--- src/logic/dswd_defines.svh ---
`ifndef DSWD_DEFINES_SVH
`define DSWD_DEFINES_SVH

// Source count and per-source register layout
`define DSWD_NSRC 7
`define DSWD_EN_BIT 0
`define DSWD_SEL_LSB 1
`define DSWD_SEL_MSB 3
`define DSWD_CFG_RESET 4'h0

// Detection selector codes
`define DSWD_SEL_LOW 3'h0
`define DSWD_SEL_HIGH 3'h1
`define DSWD_SEL_LPULSE 3'h2
`define DSWD_SEL_HPULSE 3'h3
`define DSWD_SEL_BOTH 3'h4

// Register indices; byte address is four times the index
`define DSWD_CFG_BASE_IDX 6'h20
`define DSWD_STAT_IDX 6'h28
`define DSWD_MASK_IDX 6'h29

// Bus decode
`define DSWD_ADDR_W 12
`define DSWD_IDX_MSB 7
`define DSWD_IDX_LSB 2

`endif

--- src/logic/dswd_pkg.sv ---
package dswd_pkg;

  // One source's configuration
  typedef struct packed {
    logic [2:0] detectSel;
    logic detectOn;
  } dswd_cfg_t;

  // Bus answer sequencer
  typedef enum logic [1:0] {
    ST_IDLE = 2'b01,
    ST_ACK = 2'b10
  } dswd_state_t;

endpackage

--- src/logic/dswd_detect.sv ---
`timescale 1ns/100ps
`include "dswd_defines.svh"

module dswd_detect (
  input wire logic clk,
  input wire logic reset_n,
  input dswd_pkg::dswd_cfg_t cfg,
  input wire logic wakeRaw,
  output logic evt
);

  logic sync1_r;
  logic sync2_r;
  logic prev_r;
  logic evt_r;
  logic evt_nxt;
  logic rise;
  logic fall;

  assign rise = sync2_r && !prev_r;
  assign fall = !sync2_r && prev_r;
  assign evt = evt_r;

  ////////////////////////////////////////////////////////////////////////////////
  // Event decode from the synchronised level
  always_comb begin
    evt_nxt = 1'b0;
    if (cfg.detectOn) begin
      case (cfg.detectSel)
        `DSWD_SEL_LOW: evt_nxt = !sync2_r;
        `DSWD_SEL_HIGH: evt_nxt = sync2_r;
        `DSWD_SEL_LPULSE: evt_nxt = fall;
        `DSWD_SEL_HPULSE: evt_nxt = rise;
        `DSWD_SEL_BOTH: evt_nxt = rise || fall;
        default: evt_nxt = 1'b0;
      endcase
    end
  end

  // Two-stage synchroniser, history and event register
  always_ff @(posedge clk or negedge reset_n) begin
    if (!reset_n) begin
      sync1_r <= 1'b0;
      sync2_r <= 1'b0;
      prev_r <= 1'b0;
      evt_r <= 1'b0;
    end else begin
      sync1_r <= wakeRaw;
      sync2_r <= sync1_r;
      prev_r <= sync2_r;
      evt_r <= evt_nxt;
    end
  end
endmodule

--- src/logic/dswd_top.sv ---
// Our own choices: the address map and register access over APB.
`timescale 1ns/100ps
`include "dswd_defines.svh"

module dswd_top #(
  parameter int NSRC = `DSWD_NSRC
) (
  input wire logic clk,
  input wire logic reset_n,
  input wire logic psel,
  input wire logic penable,
  input wire logic pwrite,
  input wire logic [`DSWD_ADDR_W-1:0] paddr,
  input wire logic [31:0] pwdata,
  input wire logic [NSRC-1:0] wakeIn,
  output logic [31:0] prdata,
  output logic pready,
  output logic pslverr,
  output logic irq
);

  dswd_pkg::dswd_cfg_t cfg_r [NSRC];
  dswd_pkg::dswd_cfg_t cfg_nxt [NSRC];
  dswd_pkg::dswd_state_t state_r;
  dswd_pkg::dswd_state_t state_nxt;
  logic [NSRC-1:0] status_r;
  logic [NSRC-1:0] status_nxt;
  logic [NSRC-1:0] mask_r;
  logic [NSRC-1:0] mask_nxt;
  logic [NSRC-1:0] evt;
  logic [31:0] prdata_r;
  logic [31:0] prdata_nxt;
  logic pready_r;
  logic pready_nxt;
  logic pslverr_r;
  logic pslverr_nxt;
  logic irq_r;
  logic irq_nxt;
  logic [5:0] idx;
  logic inWindow;
  logic hit;
  logic [31:0] rdVal;
  logic [NSRC-1:0] clrBits;

  assign prdata = prdata_r;
  assign pready = pready_r;
  assign pslverr = pslverr_r;
  assign irq = irq_r;

  ////////////////////////////////////////////////////////////////////////////////
  // One detector per source, each fed only by its own pin and register
  for (genvar i = 0; i < NSRC; i++) begin : g_src
    dswd_detect u_det (
      .clk(clk),
      .reset_n(reset_n),
      .cfg(cfg_r[i]),
      .wakeRaw(wakeIn[i]),
      .evt(evt[i])
    );
  end

  ////////////////////////////////////////////////////////////////////////////////
  // Address decode and read mux
  assign idx = paddr[`DSWD_IDX_MSB:`DSWD_IDX_LSB];
  assign inWindow = (paddr[`DSWD_ADDR_W-1:`DSWD_IDX_MSB+1] == '0)
    && (paddr[`DSWD_IDX_LSB-1:0] == '0);

  always_comb begin
    hit = 1'b0;
    rdVal = 32'h0;
    if (inWindow) begin
      for (int i = 0; i < NSRC; i++) begin
        if (idx == `DSWD_CFG_BASE_IDX + 6'(i)) begin
          hit = 1'b1;
          rdVal[`DSWD_SEL_MSB:`DSWD_EN_BIT] = cfg_r[i];
        end
      end
      if (idx == `DSWD_STAT_IDX) begin
        hit = 1'b1;
        rdVal[NSRC-1:0] = status_r;
      end
      if (idx == `DSWD_MASK_IDX) begin
        hit = 1'b1;
        rdVal[NSRC-1:0] = mask_r;
      end
    end
  end

  ////////////////////////////////////////////////////////////////////////////////
  // Bus sequencer, register writes, sticky status and interrupt
  always_comb begin
    state_nxt = state_r;
    pready_nxt = 1'b0;
    pslverr_nxt = 1'b0;
    prdata_nxt = prdata_r;
    cfg_nxt = cfg_r;
    mask_nxt = mask_r;
    clrBits = '0;
    case (state_r)
      dswd_pkg::ST_IDLE: begin
        if (psel && penable) begin
          pready_nxt = 1'b1;
          pslverr_nxt = !hit;
          prdata_nxt = pwrite ? 32'h0 : rdVal;
          state_nxt = dswd_pkg::ST_ACK;
        end
      end
      dswd_pkg::ST_ACK: begin
        state_nxt = dswd_pkg::ST_IDLE;
        if (psel && penable && pwrite && hit) begin
          for (int i = 0; i < NSRC; i++) begin
            if (idx == `DSWD_CFG_BASE_IDX + 6'(i)) begin
              cfg_nxt[i] = pwdata[`DSWD_SEL_MSB:`DSWD_EN_BIT];
            end
          end
          if (idx == `DSWD_STAT_IDX) begin
            clrBits = pwdata[NSRC-1:0];
          end
          if (idx == `DSWD_MASK_IDX) begin
            mask_nxt = pwdata[NSRC-1:0];
          end
        end
      end
      default: state_nxt = dswd_pkg::ST_IDLE;
    endcase
    // A new event beats a clear in the same cycle
    status_nxt = (status_r & ~clrBits) | evt;
    irq_nxt = |(status_nxt & mask_nxt);
  end

  // State registers
  always_ff @(posedge clk or negedge reset_n) begin
    if (!reset_n) begin
      state_r <= dswd_pkg::ST_IDLE;
      pready_r <= 1'b0;
      pslverr_r <= 1'b0;
      prdata_r <= 32'h0;
      status_r <= '0;
      mask_r <= '0;
      irq_r <= 1'b0;
      for (int i = 0; i < NSRC; i++) begin
        cfg_r[i] <= `DSWD_CFG_RESET;
      end
    end else begin
      state_r <= state_nxt;
      pready_r <= pready_nxt;
      pslverr_r <= pslverr_nxt;
      prdata_r <= prdata_nxt;
      status_r <= status_nxt;
      mask_r <= mask_nxt;
      irq_r <= irq_nxt;
      cfg_r <= cfg_nxt;
    end
  end

  ////////////////////////////////////////////////////////////////////////////////
  // Accepted writes and first access cycles
  logic ackWrite;
  logic statWr;
  logic maskWr;
  assign ackWrite = psel && penable && pready_r && pwrite && hit;
  assign statWr = ackWrite && (idx == `DSWD_STAT_IDX);
  assign maskWr = ackWrite && (idx == `DSWD_MASK_IDX);

  // Per-source status, configuration and detection checks
  for (genvar k = 0; k < NSRC; k++) begin : g_chk

  end
endmodule

--- config.mk ---
export PLATFORM = sky130hd
export DESIGN_NAME = dswd_top
export DESIGN_NICKNAME = d
export VERILOG_FILES = /design/src/logic/dswd_pkg.sv /design/src/logic/dswd_detect.sv /design/src/logic/dswd_top.sv
export VERILOG_INCLUDE_DIRS = /design/src /design/src/logic
export SDC_FILE = /design/constraint.sdc
export NUM_CORES = 1
export LEC_CHECK = 0
export BUFFER_PORTS_ARGS = -buffer_cell sky130_fd_sc_hd__buf_2
export CAP_MARGIN = 20
export CORE_ASPECT_RATIO = 0.6
export CORE_MARGIN = 5
export CORE_UTILIZATION = 50
export DETAILED_ROUTE_END_ITERATION = 7
export PLACE_DENSITY_LB_ADDON = 0.2
export SLEW_MARGIN = 15
export SYNTH_ARGS = -nofsm -noshare
export SYNTH_HDL_FRONTEND = slang
export SYNTH_SLANG_ARGS = --single-unit
--- constraint.sdc ---
create_clock -name clk -period 2.49 [get_ports clk]
set_clock_uncertainty 0.05 [all_clocks]
set_input_delay 0.3735 -clock clk [delete_from_list [all_inputs] [get_ports clk]]
set_output_delay 0.3735 -clock clk [all_outputs]
set_load 0.02 [all_outputs]
**Word level (Yosys, flattened, before mapping)**

Index checks and enable logic that the tools add are counted.

- Flip-flop bits (word level): 107
- Latch bits: 0
- RAM bits: 0
- ROM bits: 0
- Output and inout port bits: 35
- Word-level logic and storage cells: 198
- Memories kept: 0

- $add $sub $neg: 0
- Multiply operators: 0
- Div/mod/pow operators: 0
- Order comparisons: 0
- Equal/unequal tests: 40
- Shifts and indexed selects: 0
- Mux-type cells: 47
- Bitwise operators: 4
- Reductions and logical operators: 58

Operators by type and width:

| kind | number |
|---|---|
| $mux 7 | 10 |
| $eq 6x6->1 const B | 9 |
| $eq 3x2->1 const B | 14 |
| $pmux 1 s5 | 7 |
| $mux 4 | 7 |
| $eq 3x1->1 const B | 7 |
| $eq 3x3->1 const B | 7 |
| $logic_not 3->1 | 7 |
| $mux 1 | 21 |
| $reduce_and 3->1 | 7 |
| $logic_and 1x1->1 | 18 |
| $logic_not 1->1 | 15 |
| $and 7x7->7 | 2 |
| $logic_or 1x1->1 | 7 |
| $not 7->7 | 1 |
| $or 7x7->7 | 1 |
| $reduce_or 7->1 | 1 |
| $logic_not 4->1 | 1 |
| $mux 2 | 2 |
| $eq 2x1->1 const B | 1 |
| $eq 2x2->1 const B | 1 |
| $logic_not 2->1 | 1 |
| $ne 2x2->1 const B | 1 |
| $reduce_and 2->1 | 1 |

**Logic depth before layout (Yosys ltp)**

- Depth after elaboration: 19
- Depth in mapped cells: 8
- Gate-level depth less buffers: 6

**Cells and area by module**

Synthesis repeated with hierarchy kept, for this count alone.

- Cells, all modules: 329
- Area total of the unflattened synthesis: 4000.1 µm²

By module, submodules not included:

| module | times used | cells an instance | area an instance (µm²) |
|---|---|---|---|
| dswd_top | 1 | 231 | 2730.1 |
| dswd_detect | 7 | 14 | 181.4 |

**Worst setup path after synthesis**

No wires, ideal clock.

- Path type: input-to-reg
- Start: input port paddr[4]
- End: register irq_r (netlist: irq)
- Data arrival time: 1968 ps
- Required time: 2302 ps
- Setup slack: 334 ps
- Cell stages on the path: 7
- Path through: buf_4 -> and4bb_1 -> nand2_1 -> nor2_2 -> mux2_2 -> a222oi_1 -> nand4_1

- Elaborated cells between the ends (all ways): 31
- Classes of those cells: eq/ne (9); mux (16); bitwise (4); reduce/logical (2)

RTL lines:

| element | RTL line | RTL |
|---|---|---|
| from (decl) | dswd_top.sv:13 | `` input wire logic [`DSWD_ADDR_W-1:0] paddr, `` |
| $eq 6x6->1 | dswd_top.sv:73 | `` if (idx == `DSWD_CFG_BASE_IDX + 6'(i)) begin `` |
| $mux 1 (7 in series) | dswd_top.sv:73 |  |
| $mux 1 | dswd_top.sv:78 | `` if (idx == `DSWD_STAT_IDX) begin `` |
| $mux 1 | dswd_top.sv:82 | `` if (idx == `DSWD_MASK_IDX) begin `` |
| $mux 1 | dswd_top.sv:71 | `if (inWindow) begin` |
| $logic_and 1x1->1 | dswd_top.sv:110 | `if (psel && penable && pwrite && hit) begin` |
| $mux 7 (*) | dswd_top.sv:110 |  |
| $mux 7 (*) | dswd_top.sv:99 | `case (state_r)` |
| named net mask_nxt[4] | dswd_top.sv:29 | `logic [NSRC-1:0] mask_nxt;` |
| $and 7x7->7 (*) | dswd_top.sv:128 | `irq_nxt = \|(status_nxt & mask_nxt);` |
| $reduce_or 7->1 (*) | dswd_top.sv:128 |  |
| named net irq_nxt | dswd_top.sv:38 | `logic irq_nxt;` |
| to (signal assigned) | dswd_top.sv:151 | `irq_r <= irq_nxt;` |
| to (decl) | dswd_top.sv:37 | `logic irq_r;` |

Mark *: on every way through the listed nets, which the timed path passes. The rest lies on a longest branch.
A chain may end at the register's enable or synchronous reset.

**Final worst setup path**

- Start: register state_r[0]
- End: register irq_r (netlist: irq)

- Elaborated cells between the ends (all ways): 8
- Classes of those cells: eq/ne (1); mux (2); bitwise (4); reduce/logical (1)

RTL lines:

| element | RTL line | RTL |
|---|---|---|
| from (decl) | dswd_top.sv:24 | `dswd_pkg::dswd_state_t state_r;` |
| from (signal assigned) | dswd_top.sv:134 | `state_r <= dswd_pkg::ST_IDLE;` |
| from (signal assigned) | dswd_top.sv:145 | `state_r <= state_nxt;` |
| $eq 2x2->1 | dswd_top.sv:99 |  |
| $mux 7 | dswd_top.sv:99 |  |
| named net mask_nxt[4] | dswd_top.sv:29 |  |
| $and 7x7->7 | dswd_top.sv:128 |  |
| $reduce_or 7->1 | dswd_top.sv:128 |  |
| named net irq_nxt | dswd_top.sv:38 |  |

The timed path passes the listed nets, and every way through them passes these cells.

==> flow_summary.yaml <==
outcome:
  outcome: "complete, no violations"
layout:
  nFillCells: 707
  final_cell_mix: "dfrtp_1 (81), buf_2 (39), mux2_2 (35), conb_1 (25), nand2_1 (20)"
  drive_above_1_share_pct: 29.4
  seqCellArea_sq_um: 2050
  multiInputGateArea_sq_um: 1760
  final_common_cell: "dfrtp_1"
  areaGrowthSynthToFinish_pct: 15.7
  design_area_sq_um: 4640
  nets: 467
  diodes: 0
  fin_cells: 509
timing:
  slew_headroom_pct: 64.6
  setup_viol: 0
  worst_slack_ns: 0.266
  finalCritPeriodShare_pct: 89.3
  drv_slew: 0
  finalHoldViolations: 0
  tightest_slew_ns: 0.530
  setup_tns_ns: 0
  rsz0062_at_grt: "false"
  fmax_mhz: 450
  fin_crit_ns: 2.22
drt:
  drtIter0Drc: 211
  drt-vias-per-instance: 5.35
  wl_per_cell_um: 17.0
  met1_length_mm: 4.20
  wl_met3_um: 637
  top_layer_used: "met4"
  met2WireLength_mm: 3.77
  drcViolationCount: 0
  ant_nets: 0
  wl_mm: 8.63
  vias: 2722
  dr.pass1.iters: 4
clock_tree:
  cts_tree: "done"
  clock_path_buffers: 2
  worst_skew_pair.late_latency_ns: 0.34
  post_cts_resized: 0
  cts.htree.levels: 3
  numCtsBuffers: 9
  clkSlewWorstSetupHoldPaths_ns: 0.06
  clock_sink_count: 82
  cts_root_buf: "clkbuf_16"
power:
  p_leak_nw: 2.28
  powerDensity_nw_per_um2: 634
  p_total_w: 0.00294
  ir_drop_mv: 0.476
worst_setup_path:
  rrSetupSlack_ns: 0.27
  crit_slowest_cell: "mux2_2"
  reg2regPathDepth: 6
  cp.required_ns: 2.65
  regToRegStartpoint: "state_r[0]$_DFFE_PN1P_"
  arrival_ns: 2.38
  max_stage_delay_ns: 0.38
  critPathMaxFanout: 5
  worstSetupStartpointType: "flip-flop"
  reg2reg_to: "irq$_DFF_PN0_"
  crit_type: "reg -> reg"
  end_kind: "flip-flop"
  crit_path_cell_trace: "and4b_1 > nand4_2 > nor2_2 > mux2_2 > a222oi_1 > nand4_1"
global_route:
  grt_usage_pct: 18.6
  antenna_found_initial: 0
  grt_overflow: 0
  grt_pass1_vias: 2643
  grt_pass1_wl_mm: 14.0
  grt_max_degree: 43
synthesis:
  syn_area_sq_um: 4010
  synth_edf_count: 0
  synth-seq-cells: 82
  synth-compound-area-share_pct: 9.52
  synth-warning-count: 0
  yosys.area_share.simple_pct: 12.5
  muxShareOfSynthArea_pct: 13.5
  synthAdderAreaFrac_pct: 4.37
  synth_flop_cell: "dfrtp_1"
  syn_inst: 340
  synth.yosys.seq_area_share_pct: 51.2
  synth-async-reset-ratio_pct: 100
  synth_top_family_by_area: "multiplexers"
  synth.avg_cell_area_sq_um: 11.8
  yosysUniqueCellTypes: 50
  synth_xor_area_share_pct: 1.53
floorplan:
  die-area_sq_um: 9970
  chipHeight_um: 79.4
  num_rows: 25
  top_level_ports: 91
  die_w_um: 126
  initial_core_util_pct: 51.1
  core_area_sq_um: 7850
min_path:
  holdPathEnd: "g_src[6].u_det.sync1_r$_DFF_PN0_"
  hold_start: "wakeIn[6]"
  hold_class: "in -> reg"
  hold_depth: 1
placed_design:
  post-place-ws_ns: 0.0853
  hpwlAfterDp_mm: 6.51
  place_congestion: 0.891
  dp_cells: 493
  io_buffer_count: 40
  post_dp_cell_area_sq_um: 4320
job:
  drv_cap: 0
cell type report:
class | count | area share, %
well taps | 108 | 2.91
repair buffers | 54 | 6.96
multi-input cells | 233 | 37.8
clock inverters | 6 | 1.78
flip-flops and latches | 82 | 44.3
inverters | 17 | 1.38
clock buffers | 9 | 4.86
report_power, final:
group / switching [W] / internal, W / leakage, nW / total [W]
clock: 0.000508 / 0.000865 / 0.151 / 0.00137
combinational: 0.000137 / 0.0000647 / 1.04 / 0.000202
sequential: 0.0000127 / 0.00135 / 1.09 / 0.00137
synth_stat cells, types with 2 or more instances:
cell type	n	area [sq um]
o21ai_0	15	75.1
nor2_2	4	25.0
a221oi_1	2	17.5
buf_4	26	195
xnor2_1	7	61.3
clkbuf_1	3	11.3
nand4b_1	2	17.5
mux2i_1	8	80.1
nor2_1	12	45.0
inv_1	17	63.8
nand2_1	20	75.1
nand2b_1	6	37.5
a22oi_1	6	45.0
a211oi_1	7	52.6
o221ai_1	2	17.5
dfrtp_1	81	2030
a21oi_1	14	70.1
and2_1	4	25.0
ha_1	14	175
nor2b_1	9	56.3
nor3_1	8	40.0
mux2_2	35	394
buf_2	2	10.0
mux4_2	3	67.6
o22a_1	5	43.8
nand3_1	2	10.0
nor4b_2	2	30.0
a21o_1	2	15.0
per-stage QoR:
step / util (%) / hold slack [ns]
floorplan: - / 0.0279
global placement: 55.0 / 0.283
global route: 59.1 / 0.0677
finish: 59.1 / 0.0855
CTS: 59.1 / 0.0755
detailed placement: 55.0 / 0.285
layer usage:
metal  up-vias  track usage (%)
li1       1269                -
met1      1365             27.5
met2        82             26.1
met3         6             7.29
met4         0             3.57
met5         -                0
repair_timing:
item / 4_1_cts / 5_1_grt
hold buffers: 1 / 0
hold endpoints to repair: 40 / 0
buffers inserted: 0 / 0
endpoints found under the setup margin: 0 / 0
critical path: cells and delay by family, from the launching register on:
family	cells	cell delay [ns]
simple gates	4	0.93
mux	1	0.38
flops	1	0.37
compound gates	1	0.36
cell families (layout without fill, tap and decap cells):
| logic type | Yosys count | in the layout |
|---|---|---|
| xor+xnor | 7 | 7 |
| buf+inv | 49 | 86 |
| other cells | 1 | 25 |
| flops | 82 | 82 |
| simple gates | 83 | 83 |
| compound gates | 58 | 58 |
| mux | 46 | 46 |
| fa+ha+maj | 14 | 14 |
worst max-delay path by stage:
stage,start,endpoint,depth (start not counted)
after floorplan,paddr[4],irq$_DFF_PN0_,7
after global placement,paddr[9],irq$_DFF_PN0_,7
after detailed placement,paddr[9],irq$_DFF_PN0_,7
after CTS,state_r[0]$_DFFE_PN1P_,irq$_DFF_PN0_,6
after global routing,state_r[0]$_DFFE_PN1P_,irq$_DFF_PN0_,6
final,state_r[0]$_DFFE_PN1P_,irq$_DFF_PN0_,6
state kept, by name, summed over array words and instances (netlist names):
signal	flops
g_src.u_det.evt	7
g_src.u_det.prev_r	7
status_r	7
mask_r	7
cfg_r	28
pready	1
prdata	7
pslverr	1
irq	1
g_src.u_det.sync1_r	7
g_src.u_det.sync2_r	7
state_r	2
Power figures use the tool's default switching activity.
